==> config.mk <==
export PLATFORM = sky130hd
export DESIGN_NAME = prc_reg_bank
export DESIGN_NICKNAME = d
export VERILOG_FILES = /design/src/common/prc_pkg.sv /design/src/hw/prc_reg_bank.sv
export SDC_FILE = /design/constraint.sdc
export NUM_CORES = 1
export LEC_CHECK = 0
export BUFFER_PORTS_ARGS = -buffer_cell sky130_fd_sc_hd__buf_2
export CAP_MARGIN = 20
export CORE_UTILIZATION = 50
export DETAILED_ROUTE_END_ITERATION = 6
export HOLD_SLACK_MARGIN = 0.08
export PLACE_DENSITY = 0.81
export SYNTH_ARGS = -nofsm -noshare
export SYNTH_HDL_FRONTEND = slang
export SYNTH_SLANG_ARGS = --single-unit
==> constraint.sdc <==
create_clock -name clk_sys -period 8.25 [get_ports clk_sys]
set_input_delay 1.2375 -clock clk_sys [delete_from_list [all_inputs] [get_ports clk_sys]]
set_output_delay 1.2375 -clock clk_sys [all_outputs]
set_load 0.02 [all_outputs]
==> src/common/prc_pkg.sv <==
// constants and carrier types shared by the power, reset and clock register bank
package prc_pkg;
  // register indices as printed; byte address is four times the index, cut to the address width
  localparam logic [31:0] IDX_STATUS   = 32'h5000002A;
  localparam logic [31:0] IDX_CONV1    = 32'h05000080;
  localparam logic [31:0] IDX_CONV2    = 32'h05000082;
  localparam logic [31:0] IDX_PIN      = 32'h50000040;
  localparam logic [31:0] IDX_HOLD     = 32'h50000042;
  localparam logic [31:0] IDX_CONV3    = 32'h50000084;
  localparam logic [31:0] IDX_PCDIV    = 32'h50001C40;
  localparam logic [31:0] IDX_PCFRAC   = 32'h50001C42;
  localparam logic [31:0] IDX_PDDIV    = 32'h50001C44;
  localparam logic [31:0] IDX_RCDIV    = 32'h50001C46;
  localparam logic [31:0] IDX_CLKSRC   = 32'h50000012;
  // writable bit masks; everything else reads zero
  localparam logic [15:0] MASK_CONV1   = 16'hFFEE;
  localparam logic [15:0] MASK_CONV2   = 16'hFFFF;
  localparam logic [15:0] MASK_PIN     = 16'h00BF;
  localparam logic [15:0] MASK_HOLD    = 16'h007F;
  localparam logic [15:0] MASK_CONV3   = 16'h001F;
  localparam logic [15:0] MASK_PCDIV   = 16'h1FFF;
  localparam logic [15:0] MASK_PCFRAC  = 16'hFFFF;
  localparam logic [15:0] MASK_PDDIV   = 16'h03FF;
  localparam logic [15:0] MASK_RCDIV   = 16'h01FF;
  localparam logic [15:0] MASK_CLKSRC  = 16'h0008;
  // reset values
  localparam logic [15:0] RST_CONV1    = 16'h000C;
  localparam logic [15:0] RST_CONV2    = 16'h8C20;
  localparam logic [15:0] RST_PIN      = 16'h0000;
  localparam logic [15:0] RST_HOLD     = 16'h0018;
  localparam logic [15:0] RST_CONV3    = 16'h0015;
  localparam logic [15:0] RST_ZERO     = 16'h0000;
  // field positions
  localparam int POS_PIN_POL   = 7;
  localparam int POS_PC_EN     = 12;
  localparam int POS_PD_ROLE   = 9;
  localparam int POS_PD_EN     = 8;
  localparam int POS_RC_EN     = 8;
  localparam int POS_SRC_SEL   = 3;
  localparam int POS_BUCK_EN   = 0;
  localparam int POS_BOOST_MSB = 11;
  // timing
  localparam int SLOW_PERIODS_PER_STEP = 4096;
  localparam logic [2:0] THRESH_ALWAYS_OK = 3'h7;
  localparam logic [1:0] RESP_OKAY   = 2'h0;
  localparam logic [1:0] RESP_SLVERR = 2'h2;
  localparam int PIN_COUNT = 32;

  typedef struct packed {
    logic step_up_active;
    logic reference_good;
    logic boost_battery_good;
    logic adc_regulator_good;
    logic core_regulator_good;
    logic converter_output_good;
    logic low_rail_above_threshold;
    logic low_rail_present;
  } analog_status_s;

  typedef struct packed {
    logic [1:0] sense_tune;
    logic [1:0] output_switch_drive;
    logic [1:0] battery_switch_drive;
    logic [1:0] ground_switch_drive;
    logic [2:0] test_mode;
    logic [2:0] low_rail_threshold;
    logic [3:0] output_level_select;
    logic [2:0] boosted_level_select;
    logic [1:0] comparator_min_on_time;
    logic [3:0] switch_current_limit;
    logic [2:0] auto_calibration;
    logic [1:0] idle_timeout;
    logic [1:0] idle_clock_select;
    logic       idle_use_slow_clock;
    logic       boost_permitted;
    logic       buck_start;
  } converter_ctrl_s;
endpackage

==> src/hw/prc_reg_bank.sv <==
// register bank, reset pin timer and audio clock dividers of the power/clock unit
`timescale 1ns/1ps
// Functional notes
// analogue status word is read-only; bits 9,7,6,5,4,2,1,0 report supplies.
// pin register bit 7 sets general pin polarity; reset pad always active high.
// six-bit selector, zero disables; codes 1.. map port pins in order.
// reset delay is hold value times 4096 periods of the selected slow clock; resets 0x18.
// software writes pulse-code divider before or with its enable bit 12.
// fraction: leftmost one gives denominator, set bits give numerator and spread.
// pulse-density bit 9 picks role: 0 slave receives clock, 1 master drives.
// software writes pulse-density divider before or with its enable bit 8.
// software writes rate-converter divider before or with its enable bit 8.
// switch drive fields: 00 full, 01 two-thirds, 10 one-third, 11 off.
// boost disabled when low rail under threshold field; 111 always fine.
// output level field N sets 1.2 V plus N times 25 mV; resets 0x8.
// boosted level field; top bit forced on while memory regulator enabled.
// software sets min on-time 0x2 buck, 0x1 boost; field resets zero.
// calibration field zero disables calibration; 0x1 buck, 0x6 boost advised.
// current limit field N gives about N times 10 mA; resets 0x4.
// idle trigger clock per select; slow clock used when no fast oscillator.
// buck-enable bit starts buck on activation while low rail grounded.
// tune field compensates sensing; mode field stays 000 in normal use.
// slow clock source bit: 0 RC oscillator, 1 crystal oscillator.
// timer counts slow periods while pin active, fires at end, restarts on release.
// reserved bits read zero and ignore writes.
module prc_reg_bank #(
  parameter int PERIODS_PER_STEP = prc_pkg::SLOW_PERIODS_PER_STEP
) (
  input  wire logic                     clk_sys,
  input  wire logic                     rst_n,
  input  wire logic [31:0]              s_axi_awaddr,
  input  wire logic                     s_axi_awvalid,
  output logic                          s_axi_awready,
  input  wire logic [31:0]              s_axi_wdata,
  input  wire logic [3:0]               s_axi_wstrb,
  input  wire logic                     s_axi_wvalid,
  output logic                          s_axi_wready,
  output logic [1:0]                    s_axi_bresp,
  output logic                          s_axi_bvalid,
  input  wire logic                     s_axi_bready,
  input  wire logic [31:0]              s_axi_araddr,
  input  wire logic                     s_axi_arvalid,
  output logic                          s_axi_arready,
  output logic [31:0]                   s_axi_rdata,
  output logic [1:0]                    s_axi_rresp,
  output logic                          s_axi_rvalid,
  input  wire logic                     s_axi_rready,
  input  wire prc_pkg::analog_status_s  analog_status,
  input  wire logic [31:0]              port_pins,
  input  wire logic                     reset_pad,
  input  wire logic                     slow_rc_clock,
  input  wire logic                     slow_xtal_clock,
  input  wire logic                     memory_regulator_on,
  input  wire logic                     fast_oscillator_running,
  input  wire logic                     device_active,
  output logic                          power_on_reset_event,
  output logic                          pulse_code_clock,
  output logic                          pulse_density_clock,
  output logic                          pulse_density_clock_oe,
  output logic                          rate_converter_clock,
  output prc_pkg::converter_ctrl_s      converter_ctrl
);

  // ---------------------------------------------------------------
  // helpers
  // ---------------------------------------------------------------
  function automatic logic [15:0] merge(input logic [15:0] old, input logic [31:0] wd,
                                        input logic [3:0] strb, input logic [15:0] mask);
    logic [15:0] lanes;
    lanes = {{8{strb[1]}}, {8{strb[0]}}} & mask;
    merge = (old & ~lanes) | (wd[15:0] & lanes);
  endfunction

  // a period is div cycles, plus one when the fraction asks for it; zero acts as one
  function automatic logic div_done(input logic [12:0] cnt, input logic [11:0] div, input logic extra);
    logic [12:0] per;
    per = (div == 12'h000) ? 13'h0001 : {1'b0, div};
    div_done = (cnt >= per - 13'h0001 + {12'h000, extra});
  endfunction

  // ---------------------------------------------------------------
  // input synchronisers
  // ---------------------------------------------------------------
  localparam int SYNC_W = 8 + 32 + 6;
  logic [SYNC_W-1:0] sync1_q;
  logic [SYNC_W-1:0] sync2_q;
  logic              slow_prev_q;

  always_ff @(posedge clk_sys) begin
    if (!rst_n) begin
      sync1_q <= '0;
      sync2_q <= '0;
    end else begin
      sync1_q <= {analog_status, port_pins, reset_pad, slow_rc_clock, slow_xtal_clock,
                  memory_regulator_on, fast_oscillator_running, device_active};
      sync2_q <= sync1_q;
    end
  end

  prc_pkg::analog_status_s st;
  wire logic [31:0] pins_s     = sync2_q[37:6];
  wire logic        pad_s      = sync2_q[5];
  wire logic        rc_s       = sync2_q[4];
  wire logic        xtal_s     = sync2_q[3];
  wire logic        memreg_s   = sync2_q[2];
  wire logic        fastosc_s  = sync2_q[1];
  wire logic        active_s   = sync2_q[0];
  assign st = prc_pkg::analog_status_s'(sync2_q[45:38]);

  // ---------------------------------------------------------------
  // registers
  // ---------------------------------------------------------------
  logic [15:0] conv1_q, conv2_q, conv3_q, pin_q, hold_q;
  logic [15:0] pcdiv_q, pcfrac_q, pddiv_q, rcdiv_q, clksrc_q;

  logic aw_rdy_q, b_valid_q, ar_rdy_q, r_valid_q;
  logic [1:0] b_resp_q, r_resp_q;
  logic [31:0] r_data_q;

  wire logic wr_fire = s_axi_awvalid & s_axi_wvalid & aw_rdy_q;
  wire logic wr_arm  = s_axi_awvalid & s_axi_wvalid & ~aw_rdy_q & ~b_valid_q;
  wire logic rd_fire = s_axi_arvalid & ar_rdy_q;
  wire logic rd_arm  = s_axi_arvalid & ~ar_rdy_q & ~r_valid_q;

  wire logic [29:0] wi = s_axi_awaddr[31:2];
  wire logic [29:0] ri = s_axi_araddr[31:2];
  wire logic w_conv1  = wi == prc_pkg::IDX_CONV1[29:0];
  wire logic w_conv2  = wi == prc_pkg::IDX_CONV2[29:0];
  wire logic w_conv3  = wi == prc_pkg::IDX_CONV3[29:0];
  wire logic w_pin    = wi == prc_pkg::IDX_PIN[29:0];
  wire logic w_hold   = wi == prc_pkg::IDX_HOLD[29:0];
  wire logic w_pcdiv  = wi == prc_pkg::IDX_PCDIV[29:0];
  wire logic w_pcfrac = wi == prc_pkg::IDX_PCFRAC[29:0];
  wire logic w_pddiv  = wi == prc_pkg::IDX_PDDIV[29:0];
  wire logic w_rcdiv  = wi == prc_pkg::IDX_RCDIV[29:0];
  wire logic w_clksrc = wi == prc_pkg::IDX_CLKSRC[29:0];
  wire logic w_stat   = wi == prc_pkg::IDX_STATUS[29:0];
  wire logic w_hit    = w_conv1 | w_conv2 | w_conv3 | w_pin | w_hold | w_pcdiv | w_pcfrac |
                        w_pddiv | w_rcdiv | w_clksrc | w_stat;

  // status word, read-only; writes to it are answered but change nothing
  wire logic [15:0] status_word = {6'h00, st.step_up_active, 1'b0, st.reference_good,
                                   st.boost_battery_good, st.adc_regulator_good,
                                   st.core_regulator_good, 1'b0, st.converter_output_good,
                                   st.low_rail_above_threshold, st.low_rail_present};

  logic [15:0] rd_word;
  logic        rd_hit;
  always_comb begin
    rd_hit  = 1'b1;
    rd_word = 16'h0000;
    case (ri)
      prc_pkg::IDX_STATUS[29:0]: rd_word = status_word;
      prc_pkg::IDX_CONV1[29:0]:  rd_word = conv1_q;
      prc_pkg::IDX_CONV2[29:0]:  rd_word = conv2_q;
      prc_pkg::IDX_CONV3[29:0]:  rd_word = conv3_q;
      prc_pkg::IDX_PIN[29:0]:    rd_word = pin_q;
      prc_pkg::IDX_HOLD[29:0]:   rd_word = hold_q;
      prc_pkg::IDX_PCDIV[29:0]:  rd_word = pcdiv_q;
      prc_pkg::IDX_PCFRAC[29:0]: rd_word = pcfrac_q;
      prc_pkg::IDX_PDDIV[29:0]:  rd_word = pddiv_q;
      prc_pkg::IDX_RCDIV[29:0]:  rd_word = rcdiv_q;
      prc_pkg::IDX_CLKSRC[29:0]: rd_word = clksrc_q;
      default:                   rd_hit  = 1'b0;
    endcase
  end

  // ---------------------------------------------------------------
  // bus handshake: ready rises one cycle after both channels show valid
  // ---------------------------------------------------------------
  always_ff @(posedge clk_sys) begin
    if (!rst_n) begin
      aw_rdy_q  <= 1'b0;
      b_valid_q <= 1'b0;
      b_resp_q  <= prc_pkg::RESP_OKAY;
      ar_rdy_q  <= 1'b0;
      r_valid_q <= 1'b0;
      r_resp_q  <= prc_pkg::RESP_OKAY;
      r_data_q  <= 32'h00000000;
    end else begin
      aw_rdy_q <= wr_arm;
      if (wr_fire) begin
        b_valid_q <= 1'b1;
        b_resp_q  <= w_hit ? prc_pkg::RESP_OKAY : prc_pkg::RESP_SLVERR;
      end else if (s_axi_bready) begin
        b_valid_q <= 1'b0;
      end
      ar_rdy_q <= rd_arm;
      if (rd_fire) begin
        r_valid_q <= 1'b1;
        r_data_q  <= {16'h0000, rd_word};
        r_resp_q  <= rd_hit ? prc_pkg::RESP_OKAY : prc_pkg::RESP_SLVERR;
      end else if (s_axi_rready) begin
        r_valid_q <= 1'b0;
      end
    end
  end

  // masks keep reserved bits at zero whatever is written
  always_ff @(posedge clk_sys) begin
    if (!rst_n) begin
      conv1_q  <= prc_pkg::RST_CONV1;
      conv2_q  <= prc_pkg::RST_CONV2;
      conv3_q  <= prc_pkg::RST_CONV3;
      pin_q    <= prc_pkg::RST_PIN;
      hold_q   <= prc_pkg::RST_HOLD;
      pcdiv_q  <= prc_pkg::RST_ZERO;
      pcfrac_q <= prc_pkg::RST_ZERO;
      pddiv_q  <= prc_pkg::RST_ZERO;
      rcdiv_q  <= prc_pkg::RST_ZERO;
      clksrc_q <= prc_pkg::RST_ZERO;
    end else if (wr_fire) begin
      if (w_conv1)  conv1_q  <= merge(conv1_q, s_axi_wdata, s_axi_wstrb, prc_pkg::MASK_CONV1);
      if (w_conv2)  conv2_q  <= merge(conv2_q, s_axi_wdata, s_axi_wstrb, prc_pkg::MASK_CONV2);
      if (w_conv3)  conv3_q  <= merge(conv3_q, s_axi_wdata, s_axi_wstrb, prc_pkg::MASK_CONV3);
      if (w_pin)    pin_q    <= merge(pin_q, s_axi_wdata, s_axi_wstrb, prc_pkg::MASK_PIN);
      if (w_hold)   hold_q   <= merge(hold_q, s_axi_wdata, s_axi_wstrb, prc_pkg::MASK_HOLD);
      if (w_pcdiv)  pcdiv_q  <= merge(pcdiv_q, s_axi_wdata, s_axi_wstrb, prc_pkg::MASK_PCDIV);
      if (w_pcfrac) pcfrac_q <= merge(pcfrac_q, s_axi_wdata, s_axi_wstrb, prc_pkg::MASK_PCFRAC);
      if (w_pddiv)  pddiv_q  <= merge(pddiv_q, s_axi_wdata, s_axi_wstrb, prc_pkg::MASK_PDDIV);
      if (w_rcdiv)  rcdiv_q  <= merge(rcdiv_q, s_axi_wdata, s_axi_wstrb, prc_pkg::MASK_RCDIV);
      if (w_clksrc) clksrc_q <= merge(clksrc_q, s_axi_wdata, s_axi_wstrb, prc_pkg::MASK_CLKSRC);
    end
  end

  // ---------------------------------------------------------------
  // reset pin hold timer
  // ---------------------------------------------------------------
  logic [18:0] period_cnt_q;
  logic [6:0]  step_cnt_q;
  logic        por_q;

  wire logic [5:0] pin_sel  = pin_q[5:0];
  wire logic       pin_pol  = pin_q[prc_pkg::POS_PIN_POL];
  wire logic       sel_ok   = (pin_sel != 6'h00) && (pin_sel <= 6'(prc_pkg::PIN_COUNT));
  wire logic [4:0] pin_idx  = 5'(pin_sel - 6'h01);
  wire logic       gpio_act = sel_ok & ~(pins_s[pin_idx] ^ pin_pol);
  wire logic       hold_act = gpio_act | pad_s;
  wire logic       slow_sel = clksrc_q[prc_pkg::POS_SRC_SEL] ? xtal_s : rc_s;
  wire logic       slow_edge = slow_sel & ~slow_prev_q;
  wire logic       step_end = period_cnt_q == 19'(PERIODS_PER_STEP - 1);
  wire logic       hold_done = step_cnt_q >= hold_q[6:0];

  always_ff @(posedge clk_sys) begin
    if (!rst_n) begin
      slow_prev_q  <= 1'b0;
      period_cnt_q <= 19'h00000;
      step_cnt_q   <= 7'h00;
      por_q        <= 1'b0;
    end else begin
      slow_prev_q <= slow_sel;
      if (!hold_act) begin
        period_cnt_q <= 19'h00000;
        step_cnt_q   <= 7'h00;
        por_q        <= 1'b0;
      end else if (hold_done) begin
        por_q <= 1'b1;
      end else if (slow_edge) begin
        period_cnt_q <= step_end ? 19'h00000 : period_cnt_q + 19'h00001;
        if (step_end) step_cnt_q <= step_cnt_q + 7'h01;
      end
    end
  end

  // ---------------------------------------------------------------
  // audio clock dividers
  // ---------------------------------------------------------------
  logic [12:0] pc_cnt_q, pd_cnt_q, rc_cnt_q;
  logic [3:0]  frac_idx_q;
  logic        pc_clk_q, pd_clk_q, pd_oe_q, rc_clk_q;

  logic [3:0] frac_top;
  always_comb begin
    frac_top = 4'h0;
    for (int i = 0; i < 16; i++) begin
      if (pcfrac_q[i]) frac_top = 4'(i);
    end
  end
  // extra cycle where the pattern bit under the cursor is set
  wire logic frac_extra = pcfrac_q[frac_idx_q];

  wire logic pc_en = pcdiv_q[prc_pkg::POS_PC_EN];
  wire logic pd_en = pddiv_q[prc_pkg::POS_PD_EN];
  wire logic rc_en = rcdiv_q[prc_pkg::POS_RC_EN];
  wire logic pc_tick = div_done(pc_cnt_q, pcdiv_q[11:0], frac_extra);
  wire logic pd_tick = div_done(pd_cnt_q, {4'h0, pddiv_q[7:0]}, 1'b0);
  wire logic rc_tick = div_done(rc_cnt_q, {4'h0, rcdiv_q[7:0]}, 1'b0);
  wire logic pd_master = pddiv_q[prc_pkg::POS_PD_ROLE];

  // divider settings are read live, so a divider written after its enable
  // produces one odd period; software orders the writes to avoid it
  always_ff @(posedge clk_sys) begin
    if (!rst_n) begin
      pc_cnt_q   <= 13'h0000;
      pd_cnt_q   <= 13'h0000;
      rc_cnt_q   <= 13'h0000;
      frac_idx_q <= 4'h0;
      pc_clk_q   <= 1'b0;
      pd_clk_q   <= 1'b0;
      pd_oe_q    <= 1'b0;
      rc_clk_q   <= 1'b0;
    end else begin
      if (!pc_en) begin
        pc_cnt_q   <= 13'h0000;
        frac_idx_q <= frac_top;
        pc_clk_q   <= 1'b0;
      end else if (pc_tick) begin
        pc_cnt_q   <= 13'h0000;
        pc_clk_q   <= ~pc_clk_q;
        frac_idx_q <= (frac_idx_q == 4'h0) ? frac_top : frac_idx_q - 4'h1;
      end else begin
        pc_cnt_q <= pc_cnt_q + 13'h0001;
      end
      if (!pd_en) begin
        pd_cnt_q <= 13'h0000;
        pd_clk_q <= 1'b0;
      end else if (pd_tick) begin
        pd_cnt_q <= 13'h0000;
        pd_clk_q <= ~pd_clk_q;
      end else begin
        pd_cnt_q <= pd_cnt_q + 13'h0001;
      end
      pd_oe_q <= pd_master & pd_en;
      if (!rc_en) begin
        rc_cnt_q <= 13'h0000;
        rc_clk_q <= 1'b0;
      end else if (rc_tick) begin
        rc_cnt_q <= 13'h0000;
        rc_clk_q <= ~rc_clk_q;
      end else begin
        rc_cnt_q <= rc_cnt_q + 13'h0001;
      end
    end
  end

  // ---------------------------------------------------------------
  // converter control outputs
  // ---------------------------------------------------------------
  prc_pkg::converter_ctrl_s conv_d, conv_q;
  always_comb begin
    conv_d.sense_tune             = conv1_q[15:14];
    conv_d.output_switch_drive    = conv1_q[13:12];
    conv_d.battery_switch_drive   = conv1_q[11:10];
    conv_d.ground_switch_drive    = conv1_q[9:8];
    conv_d.test_mode              = conv1_q[7:5];
    conv_d.low_rail_threshold     = conv1_q[3:1];
    conv_d.output_level_select    = conv2_q[15:12];
    conv_d.boosted_level_select   = {conv2_q[prc_pkg::POS_BOOST_MSB] | memreg_s, conv2_q[10:9]};
    conv_d.comparator_min_on_time = conv2_q[8:7];
    conv_d.switch_current_limit   = conv2_q[6:3];
    conv_d.auto_calibration       = conv2_q[2:0];
    conv_d.idle_timeout           = conv3_q[4:3];
    conv_d.idle_clock_select      = conv3_q[2:1];
    conv_d.idle_use_slow_clock    = ~fastosc_s;
    conv_d.boost_permitted        = st.low_rail_above_threshold |
                                    (conv1_q[3:1] == prc_pkg::THRESH_ALWAYS_OK);
    conv_d.buck_start             = conv3_q[prc_pkg::POS_BUCK_EN] & active_s &
                                    ~st.low_rail_present;
  end

  always_ff @(posedge clk_sys) begin
    if (!rst_n) begin
      conv_q <= '0;
    end else begin
      conv_q <= conv_d;
    end
  end

  // ---------------------------------------------------------------
  // outputs
  // ---------------------------------------------------------------
  assign s_axi_awready          = aw_rdy_q;
  assign s_axi_wready           = aw_rdy_q;
  assign s_axi_bvalid           = b_valid_q;
  assign s_axi_bresp            = b_resp_q;
  assign s_axi_arready          = ar_rdy_q;
  assign s_axi_rvalid           = r_valid_q;
  assign s_axi_rdata            = r_data_q;
  assign s_axi_rresp            = r_resp_q;
  assign power_on_reset_event   = por_q;
  assign pulse_code_clock       = pc_clk_q;
  assign pulse_density_clock    = pd_clk_q;
  assign pulse_density_clock_oe = pd_oe_q;
  assign rate_converter_clock   = rc_clk_q;
  assign converter_ctrl         = conv_q;

endmodule

**After elaboration in Yosys (flattened, before gate mapping)**

Cells that the tools add are included.

- Register bits: 388
- Bits of input ports: 153
- Output and inout port bits: 83

- $add $sub $neg: 11
- Order comparisons: 7
- Equal/unequal tests: 25
- Mux-type cells: 35
- Bitwise operators: 80
- Reduce and logical (&&, ||, !) cells: 28

Operators by type and width:

| kind | count |
|---|---|
| $eq A30 B29 Y1 const B | 18 |
| $and A16 B16 Y16 | 12 |
| $pmux W16 S11 | 1 |
| $or A16 B16 Y16 | 10 |
| $eq A30 B27 Y1 const B | 4 |
| $mux W4 | 17 |
| $add A13 B1 Y13 const B | 3 |
| $ge A13 B13 Y1 | 3 |
| $not A16 Y16 | 2 |
| $reduce_and A2 Y1 | 15 |
| $add A19 B1 Y19 const B | 1 |
| $eq A19 B12 Y1 const B | 1 |
| $mux W19 | 1 |
| $sub A8 B1 Y9 const B | 2 |
| $and A16 B10 Y16 | 1 |
| $and A16 B13 Y16 | 1 |
| $and A16 B4 Y16 | 1 |
| $and A16 B5 Y16 | 1 |
| $and A16 B7 Y16 | 1 |
| $and A16 B8 Y16 | 1 |
| $and A16 B9 Y16 | 1 |
| $logic_not A8 Y1 | 2 |
| $mux W8 | 2 |
| $not A1 Y1 | 16 |
| other kinds (34) | 69 |

**Logic depth before layout (Yosys ltp)**

- Word-level depth: 18
- Depth in mapped cells: 20

**Worst setup path before layout**

No wires, ideal clock.

- Path type: reg2reg
- Start: register frac_idx_q[0]
- End: register frac_idx_q[0]
- Library setup time: 0.074 ns
- Data arrival time: 4.556 ns
- Data required time: 8.176 ns
- Path slack: 3.620 ns
- Stages on the path, launching flop included: 19
- Cell sequence: dfxtp_1 -> clkbuf_1 -> mux4_2 -> mux4_2 -> inv_1 -> ha_1 -> ha_1 -> nor3b_1 -> nand2b_1 -> nor4_1 -> xnor2_1 -> ha_1 -> and4_1 -> o2111ai_1 -> and4b_1 -> o211a_1 -> clkbuf_1 -> or3b_2 -> a31oi_1

- Word-level cells in the longest chain between the ends: 5

Ends and longest elaborated chain:

| what | line | text |
|---|---|---|
| from (decl) | prc_reg_bank.sv:269 | `logic [3:0] frac_idx_q;` |
| from (signal assigned) | prc_reg_bank.sv:305 | `frac_idx_q <= frac_top;` |
| from (signal assigned) | prc_reg_bank.sv:310 | `frac_idx_q <= (frac_idx_q == 4'h0) ? frac_top : frac_idx_q - 4'h1;` |
| $bmux W1 S4 | prc_reg_bank.sv:280 | `wire logic frac_extra = pcfrac_q[frac_idx_q];` |
| $mux W1 (not written as such) | prc_reg_bank.sv:280 |  |
| $add A13 B1 Y13 | prc_reg_bank.sv:78 | `div_done = (cnt >= per - 13'h0001 + {12'h000, extra});` |
| $ge A13 B13 Y1 | prc_reg_bank.sv:78 |  |
| $ne A2 B1 Y1 (no line) | n/a |  |

Several ways; a longest one is shown, not always the timed one. The select of a mux whose other input is x is not followed.
A chain may end at the register's enable or synchronous reset.

**Worst setup path after layout**

- Start: register frac_idx_q[0]
- End: register pc_cnt_q[3]

- Word-level cells in the longest chain between the ends: 5

Ends and longest elaborated chain:

| what | line | text |
|---|---|---|
| $bmux W1 S4 | prc_reg_bank.sv:280 |  |
| $mux W1 (not written as such) | prc_reg_bank.sv:280 |  |
| $add A13 B1 Y13 | prc_reg_bank.sv:78 |  |
| $ge A13 B13 Y1 | prc_reg_bank.sv:78 |  |
| $reduce_or A3 Y1 (no line) | n/a |  |
| to (signal assigned) | prc_reg_bank.sv:312 | `pc_cnt_q <= pc_cnt_q + 13'h0001;` |
| to (decl) | prc_reg_bank.sv:268 | `logic [12:0] pc_cnt_q, pd_cnt_q, rc_cnt_q;` |

No other way between the ends. The select of a mux whose other input is x is not followed.

==> results.sh <==
export IMPL_die_area_um2=29300
export IMPL_nNetsFinal=1898
export IMPL_clock_skew_ps=28.4
export IMPL_reg2regPathDepth=17
export IMPL_max_slew_worst_pin_slew_ps=1120
export IMPL_yosysMostFrequentCell="dfxtp_1"
export IMPL_cts_buffers=36
export IMPL_final_cells=2097
export IMPL_worstHoldStart="sync2_q[1]$_SDFF_PN0_"
export IMPL_synthFlopType="dfxtp_1"
export IMPL_yosysUniqueCellTypes=65
export IMPL_period_minus_slack_ps=5100
export IMPL_clockBufferDepth=3
export IMPL_die_w_um=171
export IMPL_vias=11700
export IMPL_finalSetupViolations=0
export IMPL_async_reset_ff_share_pct=0
export IMPL_grt_max_degree=101
export IMPL_dr_pass1_iters=6
export IMPL_peakVddDrop_uv=158
export IMPL_place_hpwl_mm=26.3
export IMPL_grt_pass1_wl_mm=57.2
export IMPL_grt_pass1_vias=11100
export IMPL_drt_iter0_drc=1196
export IMPL_rsz0062_at_grt="no"
export IMPL_clock_root_buffer="clkbuf_16"
export IMPL_synth_top_area_share_pct=45.4
export IMPL_vias_per_cell=5.58
export IMPL_cts_tree="built"
export IMPL_chipHeight_um=171
export IMPL_overflow=0
export IMPL_path_max_fanout=12
export IMPL_clk_pin_slew_worst_paths_ps=60
export IMPL_min_path_type="reg -> reg"
export IMPL_yosysSeqAreaShare_pct=45.4
export IMPL_max_freq_mhz=196
export IMPL_top_level_ports=236
export IMPL_cts_hold_buf=0
export IMPL_worstPathArrival_ps=5530
export IMPL_syn_inst=1520
export IMPL_rows=61
export IMPL_synth_top_cell_by_area="dfxtp_1"
export IMPL_ctsResizeCount=0
export IMPL_path_class="reg -> reg"
export IMPL_avgSynthCellArea_um2=9.41
export IMPL_synth_area_um2=14300
export IMPL_ys_top_cells_by_area="dfxtp_1, and2_1, mux2i_1"
export IMPL_coreArea_um2=27900
export IMPL_wl_mm=36.4
export IMPL_gp_congestion=0.950
export IMPL_n_fill_cell=2369
export IMPL_start_util_pct=51.2
export IMPL_setup_slack_ps=3150
export IMPL_fin_setup_tns_ps=0
export IMPL_drv_cap=0
export IMPL_post_cts_buffers=0
export IMPL_numPortBuffers=195
export IMPL_required_ps=8670
export IMPL_status="finished clean"
export IMPL_timing_rr_start="frac_idx_q[0]$_SDFFE_PN0P_"
export IMPL_ant_nets=0
export IMPL_slew_headroom_pct=25.3
export IMPL_grt_use_total_pct=24.8
export IMPL_synth_warnings=0
export IMPL_syn2layout_area_growth_pct=16.9
export IMPL_layout_drive_gt1_share_pct=18.2
export IMPL_dp_cells=2026
export IMPL_leakage_nw=6.63
export IMPL_crit_path_start_kind="flip-flop"
export IMPL_clk_latency_ps=520
export IMPL_wl_per_cell_um=17.3
export IMPL_htreeDepth=2
export IMPL_fin_crit_sh_pct=61.9
export IMPL_p_per_area_nw_per_um2=203
export IMPL_synthTopCellsByCount="dfxtp_1, nor2_1, and2_1"
export IMPL_clock_sinks=324
export IMPL_critPathCaptureType="flip-flop"
export IMPL_pre_cts_ws_ps=3200
export IMPL_crit_path_start="frac_idx_q[0]$_SDFFE_PN0P_"
export IMPL_synth_edf_count=0
export IMPL_hold_depth=1
export IMPL_drc=0
export IMPL_antenna_found_initial=7
export IMPL_synth_ff_latch_count=324
export IMPL_slew_viol_final=0
export IMPL_final_hold_violation_count=0
## cells by family after synthesis
logic type	Yosys count	share of synthesized area (%)
and+or+nand+nor	658	23.4
DFF	324	45.4
xor gates and xnor gates	80	4.90
muxes	103	9.14
other	1	0.0262
AOI/OAI and AO/OA	176	8.34
buffers and inverters	121	3.86
adders and majority gates	57	4.99
## layer usage
metal,up-vias,part of all wire (%),GRT usage (%)
li1,5596,-,-
met1,5437,40,31.0
met2,561,47,41.8
met3,107,9.3,5.09
met4,2,3.6,9.90
met5,-,0.036,0
## cell usage in the layout, fill, tap and decap left out, types with 5 or more instances in the layout
cell       count
a21o_1         7
a21oi_1       48
a221oi_1       9
a222oi_1       9
a22o_1        13
a22oi_1        6
a31oi_1        6
and2_1       131
and3_1        29
buf_2        194
buf_4          6
bufinv_16      5
clkbuf_16     37
clkbuf_8       7
clkinv_2       6
conb_1        18
dfxtp_1      324
diode_2        5
ha_1          57
inv_1         31
mux2i_1       81
mux4_2        22
nand2_1      127
nand2b_1       7
nand3_1       39
nand4_1       17
nor2_1       176
nor2_2        16
nor2b_1        9
nor3_1        27
nor4_1        35
o21ai_0       39
or2_2          5
or3_1          7
or4_1          5
xnor2_1       36
xor2_1        44
## layout make-up
cell class	instances	area [um^2]	share of cell area, %
Multi-Input combinational cell	1092	7330	43.8
Sequential cell	324	6490	38.8
Clock buffer	48	1040	6.21
Timing Repair Buffer	202	1030	6.19
Tap cell	378	473	2.83
Clock inverter	16	223	1.33
Inverter	32	120	0.719
Antenna cell	5	12.5	0.0749
## power breakdown
group          total, W  leakage (nW)  switching, W  internal (W)
Sequential      0.00160          2.63    0.00000738       0.00159
Combinational  0.000125          3.37     0.0000769     0.0000483
Clock           0.00168         0.623      0.000634       0.00104
Total           0.00340          6.63      0.000718       0.00268
## stage by stage
stage                     total power (W)  utilization [%]  hold slack (ps)  area [um^2]
after floorplan                   0.00170                -              368        14400
after global placement            0.00175             55.2              380        15400
after detailed placement          0.00175             55.2              379        15400
after CTS                         0.00342             59.7              395        16700
after global routing              0.00350             59.8              421        16700
final                             0.00340             59.8              398        16700
## worst paths after layout
path                                                endpoint  slack (ps)
worst max-delay path                  pc_cnt_q[3]$_SDFF_PP0_        3150
worst min-delay path            converter_ctrl[2]$_SDFF_PN0_         400
worst max register to register        pc_cnt_q[3]$_SDFF_PP0_        3150
worst min register to register  converter_ctrl[2]$_SDFF_PN0_         400
## worst max-delay path: stages, from the launching register on
cell	delay, ps
dfxtp_1	560
mux4_2	570
mux4_2	510
inv_1	80
ha_1	160
ha_1	180
nor3b_1	300
nand2b_1	120
nor4_1	420
nand2_1	140
xor2_1	170
ha_1	300
a21o_1	170
a21o_1	180
a21oi_1	170
o211a_1	390
nand2_1	360
nor2_1	240
Power figures use the tool's default switching activity.
